File: src/out_select_params.svh
`ifndef OUT_SELECT_PARAMS_SVH
`define OUT_SELECT_PARAMS_SVH

// Register addresses (byte offsets on the plain register port)
`define ADDR_SEL_OC_A 8'h00
`define ADDR_SEL_OC_B 8'h04
`define ADDR_SEL_RELAY 8'h08
`define ADDR_SEL_VOUT0 8'h0c
`define ADDR_SEL_VOUT1 8'h10
`define ADDR_SEL_VOUT2 8'h14
`define ADDR_PIN_STATE 8'h18
`define ADDR_COND_STATE 8'h1c

// Reset selection codes
`define RST_SEL_OC_A 16'h0000
`define RST_SEL_OC_B 16'h0004
`define RST_SEL_RELAY 16'h0063
`define RST_SEL_VOUT 16'h270f

// Polarity split and code ranges
`define SINK_OFFSET 16'h0064
`define SINK_LAST 16'h00c7
`define SOURCE_LAST 16'h0063

// Function codes (source logic values)
`define FN_RUNNING 7'h00
`define FN_AT_SPEED 7'h01
`define FN_STALL 7'h03
`define FN_FREQ_DET 7'h04
`define FN_REGEN_PRE 7'h07
`define FN_THERMAL_PRE 7'h08
`define FN_READY 7'h0b
`define FN_CUR_DET 7'h0c
`define FN_ZERO_CUR 7'h0d
`define FN_FB_LOW 7'h0e
`define FN_FB_HIGH 7'h0f
`define FN_LOOP_FWD 7'h10
`define FN_BRAKE_OPEN 7'h14
`define FN_FAN_FAULT 7'h19
`define FN_HEATSINK 7'h1a
`define FN_POWERLOSS 7'h2e
`define FN_LOOP_ACTIVE 7'h2f
`define FN_RETRY 7'h40
`define FN_ALARM 7'h63

// Condition vector bit positions
`define CB_RUNNING 0
`define CB_AT_SPEED 1
`define CB_STALL 2
`define CB_FREQ_DET 3
`define CB_REGEN_PRE 4
`define CB_THERMAL_PRE 5
`define CB_READY 6
`define CB_CUR_DET 7
`define CB_ZERO_CUR 8
`define CB_FB_LOW 9
`define CB_FB_HIGH 10
`define CB_LOOP_FWD 11
`define CB_BRAKE_OPEN 12
`define CB_FAN_FAULT 13
`define CB_HEATSINK 14
`define CB_POWERLOSS 15
`define CB_LOOP_ACTIVE 16
`define CB_RETRY 17
`define CB_ALARM 18
`define COND_W 19

`endif

File: src/out_select_pkg.sv
package out_select_pkg;

    // Drive status condition inputs, one bit each
    typedef struct packed {
        logic major_fault_alarm;
        logic retry_active_flag;
        logic loop_active_flag;
        logic powerloss_decel_flag;
        logic heatsink_heat_prealarm;
        logic fan_fault_flag;
        logic brake_open_request;
        logic loop_forward_dir_flag;
        logic feedback_high_limit_flag;
        logic feedback_low_limit_flag;
        logic zero_current_flag;
        logic current_detect_flag;
        logic operation_ready_flag;
        logic thermal_prealarm;
        logic regen_brake_prealarm;
        logic freq_detect_flag;
        logic stall_prevent_flag;
        logic at_set_speed_flag;
        logic running_flag;
    } drive_cond_t;

    // Register port request
    typedef struct packed {
        logic [7:0] addr;
        logic [15:0] wdata;
        logic wr;
        logic rd;
    } reg_req_t;

    // Physical and virtual pin group
    typedef struct packed {
        logic oc_pin_a;
        logic oc_pin_b;
        logic relay_output_pin;
        logic virtual_out_zero;
        logic virtual_out_one;
        logic virtual_out_two;
    } out_pins_t;

endpackage

File: src/output_signal_select_mux.sv
// Functional notes
// - Open-collector pin A selection resets to code 0, running flag.
// - Open-collector pin B selection resets to code 4, frequency detection.
// - Relay pin selection resets to code 99, major fault alarm.
// - Three virtual outputs each have a selection, reset 9999, inactive.
// - Codes 0-99 positive polarity; 100-199 same function inverted.
// - Code 0/100 routes the running flag.
// - Code 1/101 routes the at-set-speed flag.
// - Code 3/103 routes stall prevention active.
// - Code 4/104 routes frequency detection (fwd/rev thresholds upstream).
// - Code 7/107 routes regenerative brake prealarm at 85% duty.
// - Code 8/108 routes thermal prealarm at 85%; trip at 100%.
// - Code 11/111 routes operation ready, also true while running.
// - Code 12/112 routes current detection after qualification time.
// - Code 13/113 routes zero current after qualification time.
// - Codes 14/15/16 route feedback low, feedback high, loop forward.
// - Code 20/120 routes the brake opening request.
// - Code 25/125 routes the cooling fan fault.
// - Code 26/126 routes heatsink prealarm near 85% of trip.
// - Code 46/146 routes power-loss deceleration, latched until released.
// - Code 47/147 routes closed loop active.
// - Code 64/164 routes retry in progress.
// - Active function: source codes conduct, sink codes do not.
// - One code may drive several pins, each independently.
//
// Decided for this implementation: the register offsets and the plain strobed port.
`timescale 1ns/100ps
`default_nettype none
`include "out_select_params.svh"

module output_signal_select_mux (
    input wire logic clk_i, // 100 MHz clock
    input wire logic reset_n_i, // Async reset, active low
    input wire logic [7:0] reg_addr_i, // Register byte address
    input wire logic [15:0] reg_wdata_i, // Register write data
    input wire logic reg_wr_i, // Write strobe
    input wire logic reg_rd_i, // Read strobe
    output logic [15:0] reg_rdata_o, // Read data, cycle after strobe
    input wire out_select_pkg::drive_cond_t cond_i, // Drive status conditions
    input wire logic powerloss_release_i, // Clears latched power-loss flag
    output logic oc_pin_a_o, // Open-collector pin A, high = conducting
    output logic oc_pin_b_o, // Open-collector pin B, high = conducting
    output logic relay_output_pin_o, // Relay contact, high = closed
    output logic virtual_out_zero_o, // Network virtual output 0
    output logic virtual_out_one_o, // Network virtual output 1
    output logic virtual_out_two_o // Network virtual output 2
);

    // Selection registers
    logic [15:0] sel_q [6];
    logic [15:0] rdata_q;
    logic powerloss_q;
    out_select_pkg::out_pins_t pins_q;
    out_select_pkg::out_pins_t pins_d;
    out_select_pkg::reg_req_t req;
    logic [`COND_W-1:0] cond_vec;
    logic [15:0] rdata_d;
    logic [7:0] sel_addr [6];
    logic [5:0] sel_hit;

    // Bundle the register port
    assign req.addr = reg_addr_i;
    assign req.wdata = reg_wdata_i;
    assign req.wr = reg_wr_i;
    assign req.rd = reg_rd_i;

    // Register address of each selection
    assign sel_addr[0] = `ADDR_SEL_OC_A;
    assign sel_addr[1] = `ADDR_SEL_OC_B;
    assign sel_addr[2] = `ADDR_SEL_RELAY;
    assign sel_addr[3] = `ADDR_SEL_VOUT0;
    assign sel_addr[4] = `ADDR_SEL_VOUT1;
    assign sel_addr[5] = `ADDR_SEL_VOUT2;

    // latched power-loss flag: a new event wins over release
    always_ff @(posedge clk_i or negedge reset_n_i) begin
        if (!reset_n_i) begin
            powerloss_q <= 1'b0;
        end else if (cond_i.powerloss_decel_flag) begin
            powerloss_q <= 1'b1;
        end else if (powerloss_release_i) begin
            powerloss_q <= 1'b0;
        end
    end

    // Condition vector indexed by internal bit positions
    // routing of basic flags
    assign cond_vec[`CB_RUNNING] = cond_i.running_flag;
    assign cond_vec[`CB_AT_SPEED] = cond_i.at_set_speed_flag;
    assign cond_vec[`CB_STALL] = cond_i.stall_prevent_flag;
    assign cond_vec[`CB_FREQ_DET] = cond_i.freq_detect_flag;
    assign cond_vec[`CB_REGEN_PRE] = cond_i.regen_brake_prealarm;
    assign cond_vec[`CB_THERMAL_PRE] = cond_i.thermal_prealarm;
    assign cond_vec[`CB_READY] = cond_i.operation_ready_flag | cond_i.running_flag;
    assign cond_vec[`CB_CUR_DET] = cond_i.current_detect_flag;
    assign cond_vec[`CB_ZERO_CUR] = cond_i.zero_current_flag;
    assign cond_vec[`CB_FB_LOW] = cond_i.feedback_low_limit_flag;
    assign cond_vec[`CB_FB_HIGH] = cond_i.feedback_high_limit_flag;
    assign cond_vec[`CB_LOOP_FWD] = cond_i.loop_forward_dir_flag;
    assign cond_vec[`CB_BRAKE_OPEN] = cond_i.brake_open_request;
    assign cond_vec[`CB_FAN_FAULT] = cond_i.fan_fault_flag;
    assign cond_vec[`CB_HEATSINK] = cond_i.heatsink_heat_prealarm;
    assign cond_vec[`CB_POWERLOSS] = powerloss_q | cond_i.powerloss_decel_flag;
    assign cond_vec[`CB_LOOP_ACTIVE] = cond_i.loop_active_flag;
    assign cond_vec[`CB_RETRY] = cond_i.retry_active_flag;
    assign cond_vec[`CB_ALARM] = cond_i.major_fault_alarm;

    // Decode one selection code into pin level
    function automatic logic pin_level(input logic [15:0] code,
                                       input logic [`COND_W-1:0] cv);
        logic sink;
        logic [15:0] base;
        logic hit;
        logic val;
        sink = 1'b0;
        base = 16'h0000;
        hit = 1'b1;
        val = 1'b0;
        if (code <= `SOURCE_LAST) begin
            base = code;
        end else if (code <= `SINK_LAST) begin
            base = code - `SINK_OFFSET;
            sink = 1'b1;
        end else begin
            hit = 1'b0;
        end
        case (base[6:0])
            `FN_RUNNING: val = cv[`CB_RUNNING];
            `FN_AT_SPEED: val = cv[`CB_AT_SPEED];
            `FN_STALL: val = cv[`CB_STALL];
            `FN_FREQ_DET: val = cv[`CB_FREQ_DET];
            `FN_REGEN_PRE: val = cv[`CB_REGEN_PRE];
            `FN_THERMAL_PRE: val = cv[`CB_THERMAL_PRE];
            `FN_READY: val = cv[`CB_READY];
            `FN_CUR_DET: val = cv[`CB_CUR_DET];
            `FN_ZERO_CUR: val = cv[`CB_ZERO_CUR];
            `FN_FB_LOW: val = cv[`CB_FB_LOW];
            `FN_FB_HIGH: val = cv[`CB_FB_HIGH];
            `FN_LOOP_FWD: val = cv[`CB_LOOP_FWD];
            `FN_BRAKE_OPEN: val = cv[`CB_BRAKE_OPEN];
            `FN_FAN_FAULT: val = cv[`CB_FAN_FAULT];
            `FN_HEATSINK: val = cv[`CB_HEATSINK];
            `FN_POWERLOSS: val = cv[`CB_POWERLOSS];
            `FN_LOOP_ACTIVE: val = cv[`CB_LOOP_ACTIVE];
            `FN_RETRY: val = cv[`CB_RETRY];
            `FN_ALARM: val = cv[`CB_ALARM];
            default: hit = 1'b0;
        endcase
        // source conducts when active, sink conducts when idle
        pin_level = hit & (val ^ sink);
    endfunction

    // each pin decodes its own selection independently
    assign pins_d.oc_pin_a = pin_level(sel_q[0], cond_vec);
    assign pins_d.oc_pin_b = pin_level(sel_q[1], cond_vec);
    assign pins_d.relay_output_pin = pin_level(sel_q[2], cond_vec);
    assign pins_d.virtual_out_zero = pin_level(sel_q[3], cond_vec);
    assign pins_d.virtual_out_one = pin_level(sel_q[4], cond_vec);
    assign pins_d.virtual_out_two = pin_level(sel_q[5], cond_vec);

    always_ff @(posedge clk_i or negedge reset_n_i) begin
        if (!reset_n_i) begin
            pins_q <= '0;
        end else begin
            pins_q <= pins_d;
        end
    end

    // Selection registers, one per output
    genvar gi;
    generate
        for (gi = 0; gi < 6; gi++) begin : g_sel
            assign sel_hit[gi] = (req.addr == sel_addr[gi]);
            always_ff @(posedge clk_i or negedge reset_n_i) begin
                if (!reset_n_i) begin
                    sel_q[gi] <= (gi == 0) ? `RST_SEL_OC_A :
                                 (gi == 1) ? `RST_SEL_OC_B :
                                 (gi == 2) ? `RST_SEL_RELAY : `RST_SEL_VOUT;
                end else if (req.wr && sel_hit[gi]) begin
                    sel_q[gi] <= req.wdata;
                end
            end
        end
    endgenerate

    // Read mux; unmapped addresses read zero
    always_comb begin
        rdata_d = 16'h0000;
        for (int i = 0; i < 6; i++) begin
            if (sel_hit[i]) begin
                rdata_d = sel_q[i];
            end
        end
        if (req.addr == `ADDR_PIN_STATE) begin
            rdata_d = {10'h000, pins_q};
        end
        if (req.addr == `ADDR_COND_STATE) begin
            rdata_d = cond_vec[15:0];
        end
    end

    // Read data holds one cycle after the strobe, zero otherwise
    always_ff @(posedge clk_i or negedge reset_n_i) begin
        if (!reset_n_i) begin
            rdata_q <= 16'h0000;
        end else begin
            rdata_q <= req.rd ? rdata_d : 16'h0000;
        end
    end

    assign reg_rdata_o = rdata_q;
    assign oc_pin_a_o = pins_q.oc_pin_a;
    assign oc_pin_b_o = pins_q.oc_pin_b;
    assign relay_output_pin_o = pins_q.relay_output_pin;
    assign virtual_out_zero_o = pins_q.virtual_out_zero;
    assign virtual_out_one_o = pins_q.virtual_out_one;
    assign virtual_out_two_o = pins_q.virtual_out_two;
endmodule

`default_nettype wire

File: config.mk
export PLATFORM = sky130hd
export DESIGN_NAME = output_signal_select_mux
export DESIGN_NICKNAME = d
export VERILOG_FILES = /design/src/out_select_pkg.sv /design/src/output_signal_select_mux.sv
export VERILOG_INCLUDE_DIRS = /design/src
export SDC_FILE = /design/constraint.sdc
export NUM_CORES = 1
export LEC_CHECK = 0
export CAP_MARGIN = 20
export CORE_UTILIZATION = 55
export CTS_BUF_LIST = sky130_fd_sc_hd__clkbuf_4
export DETAILED_ROUTE_END_ITERATION = 6
export DONT_BUFFER_PORTS = 1
export HOLD_SLACK_MARGIN = 0.15
export PLACE_DENSITY = 0.8
export SYNTH_ARGS = -nofsm -noshare
export SYNTH_HDL_FRONTEND = slang
export SYNTH_SLANG_ARGS = --single-unit
File: constraint.sdc
create_clock -name clk_i -period 4.5 [get_ports clk_i]
set_input_delay 0 -clock clk_i [delete_from_list [all_inputs] [get_ports clk_i]]
set_output_delay 0 -clock clk_i [all_outputs]
set_load 0.05 [all_outputs]
==> metrics.log <==
INFO  metric cp-startpoint = sel_q[94]
INFO  metric post_drt_wl_per_cell = ~27 um
INFO  metric path_delay_family = compound AO/OA/AOI/OAI gates
INFO  metric detailedRoute.firstPassIterationCount = 6
INFO  metric critical_path_class = flip-flop to flip-flop
INFO  metric port_buffers = 0
INFO  metric synth_cell_types = 83
INFO  metric clock_sinks = 119
INFO  metric crit-reg2reg-launch = sel_q[94]
INFO  metric cts_tree = yes
INFO  metric gp_congestion = between 0.9 and 1
INFO  metric setup.worst_path.start_class = flip-flop
INFO  metric p_leak = 4.47 nW
INFO  metric synthesis.nets = ~1200
INFO  metric io-pin-count = 70
INFO  metric grt.overflow.total = 0
INFO  metric final-instance-count-excl-fill = 1407
INFO  metric drc_marker_count_from_the_first_detailed_route_iteration = 1634
INFO  metric final_period_minus_worst_setup_slack = 4.31 ns
INFO  metric via_count_of_the_first_global_routing_pass = slightly below 10000
INFO  metric place_ws = 0.968 ns
INFO  metric maxCapViolCount = 0
INFO  metric die-area = 18300 um2
INFO  metric clk_path_buf_depth = 2
INFO  metric cts-buffers-inserted = 17
INFO  metric postRouteWirelength = 37.4 mm
INFO  metric mappedNetlistArea = 9760 um2
INFO  metric synth_enable_flop_cells = 0
INFO  metric worst_path_most_repeated_cell = sky130_fd_sc_hd__nor2_1
INFO  metric mostFrequentLayoutCells = sky130_fd_sc_hd__mux2_2 (108), sky130_fd_sc_hd__nor2_1 (98), sky130_fd_sc_hd__dfrtp_1 (90), sky130_fd_sc_hd__nand2_1 (87), sky130_fd_sc_hd__dlygate4sd3_1 (77)
INFO  metric dp_hpwl = 24.7 mm
INFO  metric core_region_area = 17300 um2
INFO  metric synthesis.yosys.warnings = 0
INFO  metric syn2layout_area_growth = 12.9%
INFO  metric synth-seq-area-share = 0.309
INFO  metric cell_area_power_density = 318 nW/um2
INFO  metric crit_cells = 10
INFO  metric ys.flop_type = sky130_fd_sc_hd__dfrtp_1
INFO  metric avgSynthCellArea = approximately 8.6 um2
INFO  metric slowest_stage = sky130_fd_sc_hd__o31ai_1
INFO  metric min_period_over_period = 0.958
INFO  metric worstHoldPathType = input pin to flip-flop
INFO  metric initial_core_util = 0.564
INFO  metric hold_viol_final = 0
INFO  metric post_route_cells_drive_above_1_share = 0.182
INFO  metric cts_post_setup_buffers_inserted = 0
INFO  metric finClkSkew = 0.0260 ns
INFO  metric ant_nets = 0
INFO  metric num_vias = 10308
INFO  metric std_cell_rows = 48
INFO  metric finish.utilization = 0.637
INFO  metric worst_r2r_path_depth = 10
INFO  metric grt_antenna_before_repair = 2
INFO  metric worstPathCellList = or4_1, nor2_1, o21ai_1, o31ai_1, nor2_1, a32o_1, a21oi_1, nor4bb_1, dlygate4sd3_1, mux2i_1
INFO  metric maxSlewHeadroom = 0.330
INFO  metric timing.fmax = 232 MHz
INFO  metric number_of_nets_in_the_layout = around 1200
INFO  metric worst_setup_hold_path_clk_slew = around 0.14 ns
INFO  metric overall_die_height = approximately 140 um
INFO  metric netlist_instances = between 1000 and 1500
INFO  metric dpl-instance-area = roughly 9800 um2
INFO  metric mostFrequentLayoutCell = sky130_fd_sc_hd__mux2_2
INFO  metric die_extent_in_x = 135 um
INFO  metric grt_pass1_wl = 57.1 mm
INFO  metric setup.worst_path.end_class = flip-flop
INFO  metric worst_ir_drop_on_vdd = 0.364 mV
INFO  metric critical_path.max_fanout = 10
INFO  metric hold_path.startpoint = cond_i[4]
INFO  metric critPathBufInv = 1
INFO  metric postLayoutCellArea = 11000 um2
INFO  metric cts-htree-levels = 4
INFO  metric maximum_number_of_pins_on_one_net_before_global_route_repair = 91
INFO  metric final_max_slew_viol_count = 0
INFO  metric grt_use_total = 0.419
INFO  metric max_slew.worst_pin.slew = between 1 and 1.5 ns
INFO  metric synth-async-reset-ratio = 1.00
INFO  metric yosys_register_bits = 119
INFO  metric final_count_of_negative_setup_slack_endpoints = 0
INFO  metric min_delay_path_depth = 8
INFO  metric number_of_vias_per_cell_after_detailed_routing = 7.33
INFO  metric finalWorstSetupSlack = 0.191 ns
INFO  metric worst_skew_pair.late_latency = 0.58 ns
INFO  metric drc = 0
INFO  metric worstPathRequired = 5.01 ns
INFO  metric cp_data_arrival_time = slightly below 5 ns
INFO  metric cp_slowest_stage_delay = 0.68 ns
INFO  metric cts.root.buffer_cell = sky130_fd_sc_hd__clkbuf_4
INFO  metric placed_cells = 1292
INFO  metric outcome = finished clean
==> power breakdown <==
part	internal (W)	switching [W]
clock	0.000400	0.000498
sequential	0.00114	0.000201
combinational	0.000483	0.000778
==> registers in the layout, indices dropped and copies added (netlist names) <==
name and cells:
sel_q 96, reg_rdata_o 16, oc_pin_a_o 1, oc_pin_b_o 1, powerloss_q 1, relay_output_pin_o 1, virtual_out_one_o 1, virtual_out_two_o 1
virtual_out_zero_o 1
==> cells in the mapped netlist, types with 12 or more instances <==
cell | count | area, um2
sky130_fd_sc_hd__mux2_2 | 108 | 1220
sky130_fd_sc_hd__nor2_1 | 99 | 372
sky130_fd_sc_hd__dfrtp_1 | 90 | 2250
sky130_fd_sc_hd__nand2_1 | 87 | 327
sky130_fd_sc_hd__clkbuf_1 | 63 | 236
sky130_fd_sc_hd__o21ai_0 | 55 | 275
sky130_fd_sc_hd__nand3_1 | 46 | 230
sky130_fd_sc_hd__a21oi_1 | 42 | 210
sky130_fd_sc_hd__nor3_1 | 35 | 175
sky130_fd_sc_hd__inv_1 | 34 | 128
sky130_fd_sc_hd__dfstp_2 | 29 | 762
sky130_fd_sc_hd__a22oi_1 | 26 | 195
sky130_fd_sc_hd__nor4_1 | 25 | 156
sky130_fd_sc_hd__mux2i_1 | 21 | 210
sky130_fd_sc_hd__nand2b_1 | 19 | 119
sky130_fd_sc_hd__nand4_1 | 19 | 119
sky130_fd_sc_hd__nor2b_1 | 17 | 106
sky130_fd_sc_hd__a31oi_1 | 16 | 100
sky130_fd_sc_hd__a211oi_1 | 14 | 105
sky130_fd_sc_hd__or2_2 | 14 | 87.6
sky130_fd_sc_hd__and3_1 | 13 | 81.3
sky130_fd_sc_hd__o211ai_1 | 13 | 97.6
sky130_fd_sc_hd__ha_1 | 12 | 150
sky130_fd_sc_hd__or3_1 | 12 | 75.1
sky130_fd_sc_hd__or4_1 | 12 | 90.1
==> tightest hold or removal path: stages <==
cell and delay (ns):
sky130_fd_sc_hd__nand2_1 0.03, sky130_fd_sc_hd__o21ai_0 0.06, sky130_fd_sc_hd__a22oi_1 0.09, sky130_fd_sc_hd__nor4_1 0.19
sky130_fd_sc_hd__nor4_1 0.11, sky130_fd_sc_hd__nand4_1 0.11, sky130_fd_sc_hd__xnor2_1 0.11, sky130_fd_sc_hd__a311oi_1 0.04
==> what timing repair did <==
| item | in CTS | in global routing |
|---|---|---|
| endpoints found under the setup margin | 0 | 2 |
| hold buffers | 79 | 0 |
| resized for setup | 0 | 3 |
| endpoints found under the hold margin | 238 | 0 |
==> metrics by stage <==
step | total power, W | setup TNS (ns) | hold WS, ns
detailed placement | 0.00242 | 0 | -0.293
floorplan | 0.00217 | 0 | -0.296
global route | 0.00365 | -0.0145 | 0.222
CTS | 0.00344 | 0 | 0.165
global placement | 0.00243 | 0 | -0.293
finish | 0.00350 | 0 | 0.184
==> routing by layer <==
| layer | wire [um] | track usage |
|---|---|---|
| met5 | 0 | 0 |
| met4 | 2070 | 0.229 |
| met3 | 4660 | 0.104 |
| met2 | 16400 | 0.630 |
| met1 | 14300 | 0.551 |
==> final cells by class <==
class	instances	area, um2
timing repair buffer	87	903
antenna	2	5.00
clock inverter	15	188
multi-input combinational	907	6370
sequential	119	3010
clock buffer	17	128
fill	1480	6280
inverter	35	131
tap	225	282
==> cells by family (layout without fill, tap and decap cells) <==
family / count (synthesis) / in the layout / synth area share
XOR/XNOR: 8 / 8 / 0.00718
other: 0 / 2 / 0
buffers and inverters: 107 / 154 / 0.0421
flip-flops: 119 / 119 / 0.309
AND/OR/NAND/NOR: 438 / 438 / 0.231
adder cells (fa/ha/maj): 12 / 12 / 0.0154
AO/OA/AOI/OAI: 312 / 312 / 0.231
multiplexers: 137 / 137 / 0.165
==> worst paths after layout <==
path                                     end  slack (ns)
max                               oc_pin_a_o        0.19
min                        virtual_out_one_o        0.18
max reg2reg                       oc_pin_a_o        0.19
min reg2reg                        sel_q[88]        0.55
max in group asynchronous          sel_q[51]        3.31
min in group asynchronous           sel_q[0]        0.64
No activity file was read; power rests on OpenSTA's default activity.
